`config.mk`:
```
export PLATFORM = sky130hd
export DESIGN_NAME = fiu_host
export DESIGN_NICKNAME = d
export VERILOG_FILES = /design/src/fiu_pkg.sv /design/src/fiu_host.sv
export SDC_FILE = /design/constraint.sdc
export NUM_CORES = 1
export LEC_CHECK = 0
export BUFFER_PORTS_ARGS = -buffer_cell sky130_fd_sc_hd__buf_2
export CORE_MARGIN = 3
export CORE_UTILIZATION = 39
export DETAILED_ROUTE_END_ITERATION = 8
export SKIP_LAST_GASP = 1
export SYNTH_ARGS = -nofsm -noshare
export SYNTH_HDL_FRONTEND = slang
export SYNTH_SLANG_ARGS = --single-unit
export TNS_END_PERCENT = 50
```
`constraint.sdc`:
```
create_clock -name clk -period 8.1 [get_ports clk]
set_clock_uncertainty 0.05 [all_clocks]
set_input_delay 1.62 -clock clk [delete_from_list [all_inputs] [get_ports clk]]
set_output_delay 1.62 -clock clk [all_outputs]
set_load 0.02 [all_outputs]
```
`src/fiu_pkg.sv`:
```
package fiu_pkg;
  // Message command codes
  localparam logic [15:0] CMD_CAPS = 16'h0041;
  localparam logic [15:0] CMD_INFO = 16'h0100;
  localparam logic [15:0] CMD_START = 16'h0101;
  localparam logic [15:0] CMD_ABORT = 16'h0102;
  localparam logic [15:0] CMD_WR_LPL = 16'h0103;
  localparam logic [15:0] CMD_WR_EPL = 16'h0104;
  localparam logic [15:0] CMD_RD_LPL = 16'h0105;
  localparam logic [15:0] CMD_RD_EPL = 16'h0106;
  localparam logic [15:0] CMD_DONE = 16'h0107;
  // Device side image_bank_status_byte location
  localparam logic [31:0] BANK_STS_OFS = 32'h0000_0088;
  // Own APB register offsets
  localparam logic [7:0] REG_CTRL = 8'h00;
  localparam logic [7:0] REG_LEN = 8'h04;
  localparam logic [7:0] REG_DATA = 8'h08;
  localparam logic [7:0] REG_STAT = 8'h0c;
  localparam logic [7:0] REG_CAPS = 8'h10;
  localparam logic [7:0] REG_BANK = 8'h14;
  // Control register bit positions
  localparam int CTL_GO = 0;
  localparam int CTL_RB = 1;
  localparam int CTL_ABORT = 2;
  localparam int CTL_EPL = 3;
  localparam int CTL_INFO = 4;
  localparam int CTL_SKIP = 5;
  localparam int CTL_VRFY = 6;
  localparam logic [7:0] CTRL_RST = 8'h00;
  // Capability reply field positions
  localparam int CAP_HDR_LSB = 0;
  localparam int CAP_ERASE_LSB = 16;
  localparam int CAP_BLK_LSB = 24;
  // Failure bit of command_status_byte in replies
  localparam int STS_FAIL_BIT = 6;
  localparam logic [15:0] WORD_BYTES = 16'h0004;
  typedef enum logic [3:0] {
    S_IDLE = 4'h0, S_CAPS = 4'h1, S_HDR = 4'h3, S_WDAT = 4'h2,
    S_BLK = 4'h6, S_VRFY = 4'h7, S_CMPL = 4'h5, S_INFO = 4'h4,
    S_ABRT = 4'hc
  } fiu_state_e;
endpackage

```
`src/fiu_host.sv`:
```
`timescale 1ns/1ns
`default_nettype none
// Overview of operation
// - Query capabilities with 0041h before any transfer.
// - Start with 0101h carrying exactly header_length_field header bytes.
// - Host zeroes its next-block address before the first block.
// - Host sends the image in consecutive blocks within block size.
// - Host may skip blocks made only of the erased byte.
// - Host may read back the block it sent most recently.
// - Host sends 0107h after all data; device validates and reports.
// - On failure, terminate with 0107h or abort 0102h before retry.
// - Readback sends header only and requests image size minus header.
// - Host sends 0107h when readback finishes or fails; with the abort bit set, a failed readback sends 0102h instead.
module fiu_host (
  input wire logic clk,
  input wire logic nrst,
  input wire logic [7:0] paddr,
  input wire logic psel,
  input wire logic penable,
  input wire logic pwrite,
  input wire logic [31:0] pwdata,
  output logic [31:0] prdata,
  output logic pready,
  output logic pslverr,
  output logic cmd_valid,
  input wire logic cmd_ready,
  output logic [15:0] cmd_code,
  output logic [31:0] cmd_addr,
  output logic [15:0] cmd_len,
  output logic [31:0] cmd_data,
  input wire logic rsp_valid,
  input wire logic [7:0] rsp_status,
  input wire logic [31:0] rsp_data
);
  fiu_pkg::fiu_state_e st, next_st;
  logic phase, next_phase;
  logic next_cmd_valid;
  logic [15:0] next_cmd_code, next_cmd_len;
  logic [31:0] next_cmd_addr, next_cmd_data;
  logic [31:0] next_prdata;
  logic next_pready, next_pslverr;
  logic [7:0] ctrl, next_ctrl;
  logic [31:0] img_len, next_img_len;
  logic [31:0] data_word, next_data_word;
  logic data_full, next_data_full;
  logic [31:0] rd_word, next_rd_word;
  logic rd_full, next_rd_full;
  logic fail, next_fail;
  logic caps_ok, next_caps_ok;
  logic [15:0] hdr_len, next_hdr_len;
  logic [7:0] erase_b, next_erase_b;
  logic [7:0] blk_max, next_blk_max;
  logic [31:0] addr, next_addr;
  logic [31:0] last_addr, next_last_addr;
  logic [15:0] hdr_idx, next_hdr_idx;
  logic [7:0] last_sts, next_last_sts;
  logic [7:0] bank, next_bank;
  logic [31:0] rem;
  logic [15:0] blen, hrem, hlen;
  logic issue, rsp_ok, rsp_bad, wr_acc, rd_acc, rb, term_st;

  // ****************************************************
  // Sequencer and register file
  // ****************************************************
  always_comb begin
    next_st = st;
    next_phase = phase;
    next_cmd_valid = cmd_valid;
    next_cmd_code = cmd_code;
    next_cmd_addr = cmd_addr;
    next_cmd_len = cmd_len;
    next_cmd_data = cmd_data;
    next_ctrl = ctrl;
    next_img_len = img_len;
    next_data_word = data_word;
    next_data_full = data_full;
    next_rd_word = rd_word;
    next_rd_full = rd_full;
    next_fail = fail;
    next_caps_ok = caps_ok;
    next_hdr_len = hdr_len;
    next_erase_b = erase_b;
    next_blk_max = blk_max;
    next_addr = addr;
    next_last_addr = last_addr;
    next_hdr_idx = hdr_idx;
    next_last_sts = last_sts;
    next_bank = bank;
    rb = ctrl[fiu_pkg::CTL_RB];
    term_st = 1'b0;
    rem = img_len - addr;
    blen = fiu_pkg::WORD_BYTES;
    if (rem < {16'h0000, blen}) begin
      blen = rem[15:0];
    end
    if ({8'h00, blk_max} < blen) begin
      blen = {8'h00, blk_max};
    end
    hrem = hdr_len - hdr_idx;
    hlen = (hrem < fiu_pkg::WORD_BYTES) ? hrem : fiu_pkg::WORD_BYTES;
    issue = !phase && !cmd_valid;
    rsp_ok = rsp_valid && phase && !rsp_status[fiu_pkg::STS_FAIL_BIT];
    rsp_bad = rsp_valid && phase && rsp_status[fiu_pkg::STS_FAIL_BIT];
    wr_acc = psel && penable && pready && pwrite;
    rd_acc = psel && penable && pready && !pwrite;
    // Zero wait states: setup decodes, access completes
    next_pready = psel && !penable && !pready;
    next_pslverr = 1'b0;
    next_prdata = prdata;
    if (psel && !penable) begin
      case (paddr)
        fiu_pkg::REG_CTRL: next_prdata = {24'h0, ctrl};
        fiu_pkg::REG_LEN: next_prdata = img_len;
        fiu_pkg::REG_DATA: next_prdata = rd_word;
        fiu_pkg::REG_STAT: next_prdata = {8'h0, last_sts, 4'h0, st,
          3'h0, caps_ok, fail, rd_full, data_full, st != fiu_pkg::S_IDLE};
        fiu_pkg::REG_CAPS: next_prdata = {blk_max, erase_b, hdr_len};
        fiu_pkg::REG_BANK: next_prdata = {24'h0, bank};
        default: begin
          next_prdata = 32'h0000_0000;
          next_pslverr = 1'b1;
        end
      endcase
    end
    // Clear before the sequencer so a same-cycle fill wins
    if (rd_acc && paddr == fiu_pkg::REG_DATA) begin
      next_rd_full = 1'b0;
    end
    if (cmd_valid && cmd_ready) begin
      next_cmd_valid = 1'b0;
      next_phase = 1'b1;
    end
    if (rsp_valid && phase) begin
      next_phase = 1'b0;
      next_last_sts = rsp_status;
    end
    case (st)
      fiu_pkg::S_IDLE: begin
        if (wr_acc && paddr == fiu_pkg::REG_CTRL) begin
          if (pwdata[fiu_pkg::CTL_GO]) begin
            next_fail = 1'b0;
            next_caps_ok = 1'b0;
            next_addr = 32'h0000_0000;
            next_hdr_idx = 16'h0000;
            next_st = fiu_pkg::S_CAPS;
          end else if (pwdata[fiu_pkg::CTL_INFO]) begin
            next_st = fiu_pkg::S_INFO;
          end
        end
      end
      fiu_pkg::S_CAPS: begin
        if (issue) begin
          next_cmd_valid = 1'b1;
          next_cmd_code = fiu_pkg::CMD_CAPS;
          next_cmd_addr = 32'h0000_0000;
          next_cmd_len = 16'h0000;
        end
        if (rsp_bad || (rsp_ok && rsp_data[31:24] == 8'h00)) begin
          next_fail = 1'b1;
          next_st = fiu_pkg::S_IDLE;
        end else if (rsp_ok) begin
          next_hdr_len = rsp_data[fiu_pkg::CAP_HDR_LSB +: 16];
          next_erase_b = rsp_data[fiu_pkg::CAP_ERASE_LSB +: 8];
          next_blk_max = rsp_data[fiu_pkg::CAP_BLK_LSB +: 8];
          next_caps_ok = 1'b1;
          next_st = fiu_pkg::S_HDR;
        end
      end
      fiu_pkg::S_HDR: begin
        if (issue && data_full) begin
          next_cmd_valid = 1'b1;
          next_cmd_code = fiu_pkg::CMD_START;
          next_cmd_addr = {16'h0000, hdr_idx};
          next_cmd_len = hlen;
          next_cmd_data = data_word;
          next_data_full = 1'b0;
        end
        if (rsp_bad) begin
          term_st = 1'b1;
        end else if (rsp_ok) begin
          next_hdr_idx = hdr_idx + hlen;
          if (hdr_idx + hlen >= hdr_len) begin
            // Readback asks for img_len bytes beyond the header
            next_st = (img_len == 32'h0) ? fiu_pkg::S_CMPL
                                         : fiu_pkg::S_WDAT;
          end
        end
      end
      fiu_pkg::S_WDAT: begin
        if (rb) begin
          if (!rd_full) begin
            next_st = fiu_pkg::S_BLK;
          end
        end else if (data_full) begin
          if (ctrl[fiu_pkg::CTL_SKIP] && blen == fiu_pkg::WORD_BYTES
              && data_word == {4{erase_b}}) begin
            next_data_full = 1'b0;
            next_addr = addr + 32'h0000_0004;
            if (rem <= 32'h0000_0004) begin
              next_st = fiu_pkg::S_CMPL;
            end
          end else begin
            next_st = fiu_pkg::S_BLK;
          end
        end
      end
      fiu_pkg::S_BLK: begin
        if (issue) begin
          next_cmd_valid = 1'b1;
          if (rb) begin
            next_cmd_code = ctrl[fiu_pkg::CTL_EPL] ? fiu_pkg::CMD_RD_EPL
                                                   : fiu_pkg::CMD_RD_LPL;
          end else begin
            next_cmd_code = ctrl[fiu_pkg::CTL_EPL] ? fiu_pkg::CMD_WR_EPL
                                                   : fiu_pkg::CMD_WR_LPL;
            next_cmd_data = data_word;
            next_data_full = 1'b0;
          end
          next_cmd_addr = addr;
          next_cmd_len = blen;
          next_last_addr = addr;
        end
        if (rsp_bad) begin
          term_st = 1'b1;
        end else if (rsp_ok) begin
          if (rb) begin
            next_rd_word = rsp_data;
            next_rd_full = 1'b1;
          end
          next_addr = addr + {16'h0000, cmd_len};
          if (ctrl[fiu_pkg::CTL_VRFY] && !rb) begin
            next_st = fiu_pkg::S_VRFY;
          end else if (rem <= {16'h0000, cmd_len}) begin
            next_st = fiu_pkg::S_CMPL;
          end else begin
            next_st = fiu_pkg::S_WDAT;
          end
        end
      end
      fiu_pkg::S_VRFY: begin
        // Data field is left alone: it is the word to compare
        if (issue) begin
          next_cmd_valid = 1'b1;
          next_cmd_code = ctrl[fiu_pkg::CTL_EPL] ? fiu_pkg::CMD_RD_EPL
                                                 : fiu_pkg::CMD_RD_LPL;
          next_cmd_addr = last_addr;
        end
        if (rsp_bad || (rsp_ok && rsp_data != cmd_data)) begin
          term_st = 1'b1;
        end else if (rsp_ok) begin
          next_st = (addr >= img_len) ? fiu_pkg::S_CMPL
                                      : fiu_pkg::S_WDAT;
        end
      end
      fiu_pkg::S_CMPL, fiu_pkg::S_ABRT: begin
        if (issue) begin
          next_cmd_valid = 1'b1;
          next_cmd_code = (st == fiu_pkg::S_ABRT) ? fiu_pkg::CMD_ABORT
                                                  : fiu_pkg::CMD_DONE;
          next_cmd_len = 16'h0000;
        end
        if (rsp_valid && phase) begin
          next_fail = fail || rsp_bad;
          next_st = fiu_pkg::S_INFO;
        end
      end
      fiu_pkg::S_INFO: begin
        if (issue) begin
          next_cmd_valid = 1'b1;
          next_cmd_code = fiu_pkg::CMD_INFO;
          next_cmd_addr = fiu_pkg::BANK_STS_OFS;
          next_cmd_len = 16'h0001;
        end
        if (rsp_ok) begin
          next_bank = rsp_data[7:0];
        end
        if (rsp_valid && phase) begin
          next_fail = fail || rsp_bad;
          next_st = fiu_pkg::S_IDLE;
        end
      end
      default: next_st = fiu_pkg::S_IDLE;
    endcase
    if (term_st) begin
      // Failed transfer is always closed before a retry
      next_fail = 1'b1;
      next_st = ctrl[fiu_pkg::CTL_ABORT] ? fiu_pkg::S_ABRT
                                         : fiu_pkg::S_CMPL;
    end
    if (wr_acc) begin
      case (paddr)
        fiu_pkg::REG_CTRL: begin
          if (st == fiu_pkg::S_IDLE) begin
            next_ctrl = {pwdata[7:1], 1'b0};
          end
        end
        fiu_pkg::REG_LEN: begin
          if (st == fiu_pkg::S_IDLE) begin
            next_img_len = pwdata;
          end
        end
        fiu_pkg::REG_DATA: begin
          // A write is dropped only if the slot is still full after this cycle's consume
          if (!next_data_full) begin
            next_data_word = pwdata;
            next_data_full = 1'b1;
          end
        end
        default: next_ctrl = next_ctrl;
      endcase
    end
  end

  always_ff @(posedge clk or negedge nrst) begin
    if (!nrst) begin
      st <= fiu_pkg::S_IDLE;
      phase <= 1'b0;
      cmd_valid <= 1'b0;
      cmd_code <= 16'h0000;
      cmd_addr <= 32'h0000_0000;
      cmd_len <= 16'h0000;
      cmd_data <= 32'h0000_0000;
      prdata <= 32'h0000_0000;
      pready <= 1'b0;
      pslverr <= 1'b0;
      ctrl <= fiu_pkg::CTRL_RST;
      img_len <= 32'h0000_0000;
      data_word <= 32'h0000_0000;
      data_full <= 1'b0;
      rd_word <= 32'h0000_0000;
      rd_full <= 1'b0;
      fail <= 1'b0;
      caps_ok <= 1'b0;
      hdr_len <= 16'h0000;
      erase_b <= 8'h00;
      blk_max <= 8'h00;
      addr <= 32'h0000_0000;
      last_addr <= 32'h0000_0000;
      hdr_idx <= 16'h0000;
      last_sts <= 8'h00;
      bank <= 8'h00;
    end else begin
      st <= next_st;
      phase <= next_phase;
      cmd_valid <= next_cmd_valid;
      cmd_code <= next_cmd_code;
      cmd_addr <= next_cmd_addr;
      cmd_len <= next_cmd_len;
      cmd_data <= next_cmd_data;
      prdata <= next_prdata;
      pready <= next_pready;
      pslverr <= next_pslverr;
      ctrl <= next_ctrl;
      img_len <= next_img_len;
      data_word <= next_data_word;
      data_full <= next_data_full;
      rd_word <= next_rd_word;
      rd_full <= next_rd_full;
      fail <= next_fail;
      caps_ok <= next_caps_ok;
      hdr_len <= next_hdr_len;
      erase_b <= next_erase_b;
      blk_max <= next_blk_max;
      addr <= next_addr;
      last_addr <= next_last_addr;
      hdr_idx <= next_hdr_idx;
      last_sts <= next_last_sts;
      bank <= next_bank;
    end
  end
endmodule
`default_nettype wire

```
-- Yosys cells after proc, flatten, opt, wreduce, memory -nomap -nowiden
Index checks and enable logic that the tools add are counted.
- add/subtract/negate cells: 5
- eq/ne operators: 53
- bitwise gates (word level): 3
- reduce and logical (&&, ||, !) cells: 65
- magnitude comparators: 7
- multiplexer cells: 103
- operators by type and width (kind ; count):
    two-way mux 32 bit ; 15
    two-way mux 16 bit ; 17
    case mux 32 bit (6 select lines) ; 1
    case mux 32 bit (5 select lines) ; 1
    case mux 16 bit (6 select lines) ; 1
    case mux 32 bit (3 select lines) ; 1
    two-way mux 4 bit ; 21
    case mux 16 bit (4 select lines) ; 1
    case mux 32 bit (2 select lines) ; 1
    inequality test 2 bit (second input constant) ; 18
    inequality test 3 bit (second input constant) ; 12
    adder 32 x 16 -> 32 bit ; 1
    adder 32 x 3 -> 32 bit (second input constant) ; 1
    equality test 32 bit ; 1
    >= comparator 32 bit ; 1
    less-or-equal comparator 32 x 16 -> 1 bit ; 1
    less-or-equal comparator 32 x 3 -> 1 bit (second input constant) ; 1
    logical NOT 32 bit ; 1
    < comparator 32 x 3 -> 1 bit (second input constant) ; 1
    inequality test 32 bit ; 1
    case mux 16 bit (2 select lines) ; 1
    case mux 4 bit (8 select lines) ; 1
    subtractor 32 bit ; 1
    two-way mux 1 bit ; 29
    43 further kinds ; 106
- output and inout bits: 131
- bits in registers: 371
- input port bits: 87

-- Logic depth before layout (Yosys ltp)
Gate-level depths: netlist of run 1.
- depth in word-level cells: 14
- mapped depth: 31
- mapped depth without buffers: 31

-- Worst setup path before layout of run 1
Ideal clock, no wire load.
- path type: register -> register
- from: reg hdr_len[0]
- to: reg st[0]
- buffers on the path: 0
- required time: 7.925 ns
- arrival: 6.580 ns
- setup slack: 1.345 ns
- stages on the path, launching flop included: 32
- cells stage by stage: dfrtp_1 -> inv_1 -> ha_1 -> inv_1 -> fa_1 -> xor2_1 -> a2111oi_0 -> nand4_1 -> nor4b_1 -> o2111ai_1 -> nor4_1 -> nor3b_1 -> inv_1 -> ha_1 -> nor2b_1 -> o21ai_0 -> a21boi_0 -> o21ai_0 -> a21boi_0 -> o21ai_0 -> a21oi_1 -> o41a_1 -> a31oi_1 -> xnor2_1 -> ha_1 -> a21o_1 -> a211o_1 -> a31oi_1 -> a311oi_1 -> a31oi_1 -> a211oi_2 -> mux2_2
- longest elaborated chain between the ends: 7
- RTL lines (what ; line ; source):
    start, declared ; fiu_host.sv:50 ; logic [15:0] hdr_len, next_hdr_len;
    start signal, assigned ; fiu_host.sv:361 ; hdr_len <= next_hdr_len;
    subtractor 16 bit ; fiu_host.sv:99 ; hrem = hdr_len - hdr_idx;
    < comparator 16 x 3 -> 1 bit ; fiu_host.sv:100 ; hlen = (hrem < fiu_pkg::WORD_BYTES) ? hrem : fiu_pkg::WORD_BYTES;
    two-way mux 16 bit ; fiu_host.sv:100 ;
    adder 16 bit ; fiu_host.sv:182 ; if (hdr_idx + hlen >= hdr_len) begin
    >= comparator 16 bit * ; fiu_host.sv:182 ;
    inequality test 3 bit (no source line) * ; - ;
    AND reduction 15 bit (no source line) * ; - ;
    end signal, assigned ; fiu_host.sv:316 ; st <= fiu_pkg::S_IDLE;
    end signal, assigned ; fiu_host.sv:343 ; st <= next_st;
    end, declared ; fiu_host.sv:35 ; fiu_pkg::fiu_state_e st, next_st;
Every way passes the cells marked *; elsewhere a longest branch is shown, timed or not.
A chain may end at the register's enable or synchronous reset.

-- Final worst setup path of run 1
Same ends and word-level chain as after synthesis.

==> reports/metrics.csv, run 1 <==
stage,metric,value,unit
synthesis,synth_top_cell_area_share,0.400,
setup_path,critPathCaptureType,register,
final_layout,multi_input_area,0.0126,mm2
sta,hold_viol_final,0,
detailed_routing,vias,20100,
grt,grt_pass1_wl,124000,um
synthesis,ys_async_sr_fraction,1.00,
synthesis,ys_seq_elements,360,
setup_path,ff2ff_setup_slack,0.62,ns
final_layout,nNetsFinal,2753,
cts,htree_levels,2,
final_layout,drive_gt1_frac,0.196,
cts,hold_buffers,0,
detailed_routing,drtIter0Drc,2212,
synthesis,avgSynthCellArea,9.51,um2
detailed_routing,wl,82600,um
pwr,power_leakage,12.2,nW
floorplan,fp.dieW,246,um
pwr,swShare,0.409,
synthesis,synth_cell_type_count,97,
grt,grt_usage,0.269,
final_layout,seqCellArea,0.00901,mm2
cts,cts_tree,yes,
floorplan,pin_count,218,
pwr,ir_drop,0.165,mV
sta,setup_tns,0,ns
grt,antenna_found_initial,7,
sta,setup_ws,0.624,ns
cts,clockRootBuffer,clkbuf_16,
sta,slew_violations,0,
placement,dp_hpwl,62600,um
sta,min_period,7.48,ns
setup_path,startpoint,hdr_len[0]$_DFFE_PN0P_,
placement,numPortBuffers,206,
floorplan,rows,87,
setup_path,path_class,register to register,
setup_path,cp-start-kind,register,
setup_path,rr_worst_depth,32,
pwr,p_switching,2.76,mW
cts,cts.sinks,360,
setup_path,cp_slowest_stage_delay,0.44,ns
placement,dp_slack,0.460,ns
setup_path,r2r_end,st[0]$_DFFE_PN0P_,
synthesis,yosys_warnings,0,
synthesis,yosysSeqAreaShare,0.400,
cts,clkTransAtPathRegs,0.06,ns
sta,rsz0062_at_grt,no,
placement,finalWeightedCongestion,0.948,
setup_path,required,8.52,ns
cts,clock_path_buffers,3,
setup_path,reg2reg_from,hdr_len[0]$_DFFE_PN0P_,
sta,worstMarginPinSlew,1.32,ns
synthesis,yosys-top-cells-area,"dfrtp_1 40%, mux2_2 7.2%, ha_1 6.6%",
sta,relSlewSlack,0.115,
pwr,internal_power,3.99,mW
detailed_routing,drc,0,
synthesis,mappedNetlistArea,0.0225,mm2
sta,clock.fmax,134,MHz
cts,clock_latency,0.60,ns
synthesis,synth-main-ff-cell,dfrtp_1,
sta,finalSetupViolCount,0,
setup_path,cp_slowest_cell,fa_1,
run,maxCapViolCount,0,
grt,grt_pass1_vias,19400,
floorplan,start_util,0.397,
floorplan,dieArea,0.0606,mm2
synthesis,syn-instance-count,2365,
sta,fin_crit_sh,0.923,
floorplan,die_y,246,um
final_layout,fillers,5510,
run_status,status,completed,
setup_path,crit_arrival,7.90,ns
min_path,hp-class,register to register,
cts,cts_made_buffers,42,
placement,placed_area,0.0243,mm2
synthesis,synth_edf_count,0,
detailed_routing,first_pass_iters,6,
detailed_routing,wl_per_cell,24.8,um
detailed_routing,ant_nets,0,
setup_path,critical_path_peak_fanout,5,
pwr,seqPwrFrac,0.343,
pwr,p_per_area,264,mW/mm2
final_layout,post-route-util,0.452,
grt,grt_max_degree,179,
synthesis,synth_common_cells,"360 x dfrtp_1, 249 x nand2_1, 184 x o21ai_0",
grt,grt_overflow,0,
detailed_routing,detail_route.vias_per_cell,6.04,
floorplan,fp.coreArea,0.0567,mm2
pwr,clkPwrFrac,0.281,
setup_path,critPathCapture,st[0]$_DFFE_PN0P_,
pwr,combPwrFrac,0.377,
final_layout,syn2layout_area_growth,14.0,%
synthesis,synth.most_common_cell,dfrtp_1,
final_layout,finish.instance_area,0.0256,mm2
synthesis,yosysTopAreaCell,dfrtp_1,
cell type report:
class                           instances  share of cell area
Sequential cell                       360               0.351
Tap cell                              756              0.0369
Timing Repair Buffer                  235              0.0496
Multi-Input combinational cell       1791               0.492
Clock inverter                         18             0.00757
Inverter                              114              0.0167
Antenna cell                            2            0.000195
Clock buffer                           56              0.0454
cell usage in the layout (no fill, tap or decap), drive strengths merged, types with 47 or more instances in the layout:
cell type | synthesis | routed
dfrtp | 360 | 360
inv | 114 | 117
nand2 | 249 | 249
ha | 118 | 118
nor2 | 146 | 146
o21ai | 190 | 190
a21oi | 124 | 124
xor2 | 52 | 52
clkbuf | 94 | 56
buf | 32 | 235
mux2 | 175 | 175
nand3 | 47 | 47
power groups by stage:
stage	Sequential (mW)	Combinational (mW)	Clock (mW)
finish	2.32	2.54	1.90
global route	2.35	2.79	1.99
CTS	2.31	2.51	1.93
detailed placement	2.34	2.50	0
global placement	2.33	2.47	0
floorplan	2.28	1.67	0
timing repair:
action / 4_1_cts / 5_1_grt
setup buffers: 0 / 1
resized for setup: 0 / 1
endpoints found under the setup margin: 0 / 4
worst max-delay path, delay by kind of cell (launching register included):
family,cells,cell delay (ns)
AND/OR/NAND/NOR,5,1.16
multiplexers,1,0.38
buffers and inverters,4,0.44
adder cells (fa/ha/maj),4,1.30
AO/OA/AOI/OAI,16,3.38
XOR/XNOR,2,0.29
flip-flops,1,0.38
how the worst min path moves through the flow:
stage                             from                      end  slack, ns  cells past startpoint
2_1_floorplan  last_sts[0]$_DFFE_PN0P_  last_sts[0]$_DFFE_PN0P_       0.39                      2
3_3_place_gp   last_sts[0]$_DFFE_PN0P_  last_sts[0]$_DFFE_PN0P_       0.41                      2
3_5_place_dp   cmd_code[1]$_DFFE_PN0P_  cmd_code[1]$_DFFE_PN0P_       0.41                      1
4_1_cts        cmd_code[1]$_DFFE_PN0P_  cmd_code[1]$_DFFE_PN0P_       0.43                      1
5_1_grt        cmd_code[1]$_DFFE_PN0P_  cmd_code[1]$_DFFE_PN0P_       0.44                      1
6_report       cmd_code[1]$_DFFE_PN0P_  cmd_code[1]$_DFFE_PN0P_       0.42                      1
routing by layer:
metal  vias to the layer above  share of wire  wire length (um)  GRT usage
met1                     10000           0.43             35800      0.368
met3                       158          0.077              6370     0.0522
li1                       9097              -                 -          -
met4                         8          0.034              2850     0.0920
met5                         -        0.00058                48          0
met2                       842           0.45             37500      0.425
sequential cells by signal, summed over array words and instances (netlist names), 7 cells and up:
name       count
addr          32
cmd_addr      32
cmd_data      32
data_word     32
img_len       32
last_addr     32
prdata        32
rd_word       32
cmd_len       16
hdr_idx       16
hdr_len       16
bank           8
blk_max        8
erase_b        8
last_sts       8
ctrl           7
through the flow:
step	hold WS [ns]	instances	power, mW
floorplan	0.390	2391	3.96
global placement	0.409	3255	4.80
detailed placement	0.413	3255	4.84
CTS	0.425	3329	6.74
global route	0.437	3332	7.13
finish	0.418	3332	6.76
cell families (layout without fill, tap and decap cells):
logic type,count (synthesis),in the layout,share of synthesized area
compound gates,704,704,0.213
xor+xnor,77,77,0.0300
fa+ha+maj,122,122,0.0692
buf+inv,240,423,0.0451
flops,360,360,0.400
mux,189,189,0.0989
other cells,2,30,0.000334
simple gates,671,671,0.143
Note: power is estimated with default switching activity, not from simulation.
==> run 2, diff against run 1 <==
--- a/config.mk
+++ b/config.mk
@@ -8,6 +8,7 @@
 export BUFFER_PORTS_ARGS = -buffer_cell sky130_fd_sc_hd__buf_2
 export CORE_MARGIN = 3
 export CORE_UTILIZATION = 39
+export CTS_BUF_LIST = sky130_fd_sc_hd__clkbuf_16
 export DETAILED_ROUTE_END_ITERATION = 8
 export SKIP_LAST_GASP = 1
 export SYNTH_ARGS = -nofsm -noshare
==> run 2 against run 1 <==
Net effect:
- via count decreased by 0.20%
- final area is 0.21% lower
- fmax barely moved
- hold slack about the same
- global-route usage about the same
- utilization shrank 0.097 points
- sequential share of layout area up 0.076 points
- die area did not move
- clock power decreased by 4%
- wire length decreased by 0.14%
- sequential power is essentially flat
- critical path depth unchanged
- critical endpoint unchanged
- largest power group unchanged
==> reports/metrics.csv, run 2 (synthesized netlist as in run 1, its figures left out) <==
stage,metric,value,unit,change
sta,rsz0062_at_grt,no,,
grt,grt_pass1_wl,124000,um,about the same
floorplan,dieArea,0.0606,mm2,unchanged
final_layout,syn2layout_area_growth,13.7,%,
placement,placed_area,0.0243,mm2,unchanged
detailed_routing,wl_per_cell,24.7,um,-0.20%
grt,grt_pass1_vias,19400,,+0.021%
cts,clock_path_buffers,3,,unchanged
pwr,p_per_area,261,mW/mm2,-0.84%
setup_path,critical_path_peak_fanout,5,,unchanged
sta,hold_viol_final,0,,unchanged
floorplan,rows,87,,unchanged
setup_path,cp_slowest_stage_delay,0.44,ns,about the same
final_layout,finish.instance_area,0.0256,mm2,-0.21%
pwr,p_switching,2.76,mW,-0.13%
floorplan,fp.coreArea,0.0567,mm2,unchanged
pwr,swShare,0.413,,+0.00380
cts,clock_latency,0.60,ns,about the same
sta,worstMarginPinSlew,1.26,ns,-0.0561 ns
final_layout,nNetsFinal,2753,,unchanged
final_layout,final_cell_mix,"360 x dfrtp_1, 249 x nand2_1, 205 x buf_2, 184 x o21ai_0, 144 x nor2_1",,
floorplan,pin_count,218,,unchanged
grt,grt_usage,0.269,,about the same
final_layout,fillers,5515,,+0.091%
final_layout,multi_input_area,0.0126,mm2,unchanged
final_layout,final_common_cell,dfrtp_1,,
sta,slew_violations,0,,unchanged
pwr,power_leakage,12.2,nW,about the same
grt,grt_max_degree,179,,unchanged
floorplan,fp.dieW,246,um,unchanged
setup_path,path_class,register to register,,
sta,clock.fmax,134,MHz,about the same
pwr,ir_drop,0.165,mV,+0.24%
final_layout,seqCellArea,0.00901,mm2,unchanged
final_layout,drive_gt1_frac,0.193,,-0.00233
setup_path,cp_slowest_cell,fa_1,,
setup_path,crit_arrival,7.91,ns,about the same
detailed_routing,vias,20100,,-0.20%
setup_path,critPathCaptureType,register,,
setup_path,required,8.53,ns,about the same
detailed_routing,first_pass_iters,5,,-1
grt,antenna_found_initial,7,,unchanged
run,maxCapViolCount,0,,unchanged
floorplan,start_util,0.397,,unchanged
cts,cts.sinks,360,,unchanged
placement,finalWeightedCongestion,0.948,,unchanged
detailed_routing,ant_nets,0,,unchanged
pwr,combPwrFrac,0.380,,+0.003
detailed_routing,drc,0,,unchanged
sta,min_period,7.48,ns,+0.00626 ns
sta,setup_tns,0,ns,unchanged
detailed_routing,wl,82500,um,-0.14%
pwr,clkPwrFrac,0.273,,-0.008
sta,fin_crit_sh,0.924,,about the same
cts,clkTransAtPathRegs,0.06,ns,about the same
detailed_routing,drtIter0Drc,2162,,-2.3%
sta,relSlewSlack,0.153,,+0.0376
run_status,status,completed,,
sta,finalSetupViolCount,0,,unchanged
placement,dp_hpwl,62600,um,unchanged
cts,hold_buffers,0,,unchanged
pwr,internal_power,3.93,mW,-1.7%
grt,grt_overflow,0,,unchanged
floorplan,die_y,246,um,unchanged
min_path,hp-class,register to register,,
placement,numPortBuffers,206,,unchanged
cts,cts_tree,yes,,
cts,htree_levels,2,,unchanged
cts,clockRootBuffer,clkbuf_16,,
pwr,seqPwrFrac,0.347,,+0.004
setup_path,cp-start-kind,register,,
cts,cts_made_buffers,42,,unchanged
detailed_routing,detail_route.vias_per_cell,6.02,,-0.26%
-- run 2: worst max-delay path, delay by kind of cell (launching register included) --
family,cells,cell delay [ns]
adders and majority gates,4,1.29
DFF,1,0.38
buffers and inverters,4,0.44
muxes,1,0.38
AOI/OAI and AO/OA,16,3.36
xor gates and xnor gates,2,0.29
and+or+nand+nor,5,1.16
-- run 2: area by class of cell --
type	count	area share
Multi-Input combinational cell	1791	0.493
Sequential cell	360	0.352
Clock buffer	42	0.0411
Inverter	114	0.0167
Clock inverter	32	0.00964
Timing Repair Buffer	235	0.0497
Tap cell	756	0.0370
Antenna cell	4	0.000391
-- run 2: power groups by stage --
stage	combinational [mW]	sequential [mW]	clock, mW
global placement	2.47	2.33	0
detailed placement	2.50	2.34	0
global route	2.79	2.35	1.92
floorplan	1.67	2.28	0
CTS	2.51	2.31	1.86
finish	2.54	2.32	1.83
-- run 2: metal layers --
| layer | global-route usage | part of all wire | up-vias |
|---|---|---|---|
| met2 | 0.425 | 0.45 | 871 |
| met5 | 0 | 0.00062 | - |
| li1 | - | - | 9098 |
| met1 | 0.367 | 0.43 | 9937 |
| met4 | 0.0919 | 0.035 | 8 |
| met3 | 0.0532 | 0.084 | 159 |
-- run 2: what timing repair did --
item                                    4_1_cts  5_1_grt
setup buffers                                 0        1
endpoints found under the setup margin        0        4
gates resized for setup                       0        1
-- run 2: path summary, 6_finish.rpt --
| kind | startpoint | to | slack [ns] | cells after the start |
|---|---|---|---|---|
| setup reg to reg | hdr_len[0]$_DFFE_PN0P_ | st[0]$_DFFE_PN0P_ | 0.62 | 32 |
| hold / removal | cmd_code[1]$_DFFE_PN0P_ | cmd_code[1]$_DFFE_PN0P_ | 0.42 | 1 |
| min in group asynchronous | nrst | cmd_len[10]$_DFFE_PN0P_ | 0.93 | 1 |
| max in group asynchronous | nrst | rd_word[13]$_DFFE_PN0P_ | 5.61 | 2 |
| setup / recovery | hdr_len[0]$_DFFE_PN0P_ | st[0]$_DFFE_PN0P_ | 0.62 | 32 |
| hold reg to reg | cmd_code[1]$_DFFE_PN0P_ | cmd_code[1]$_DFFE_PN0P_ | 0.42 | 1 |
-- run 2: per-stage QoR --
step                hold WS, ns  std cells  power, mW  setup slack (ns)  utilization
floorplan                 0.390       2391       3.96              1.35            -
global placement          0.409       3255       4.80             0.655        0.428
detailed placement        0.413       3255       4.84             0.460        0.428
CTS                       0.425       3329       6.67             0.435        0.451
global route              0.437       3332       7.06            0.0256        0.451
finish                    0.418       3334       6.69             0.618        0.451
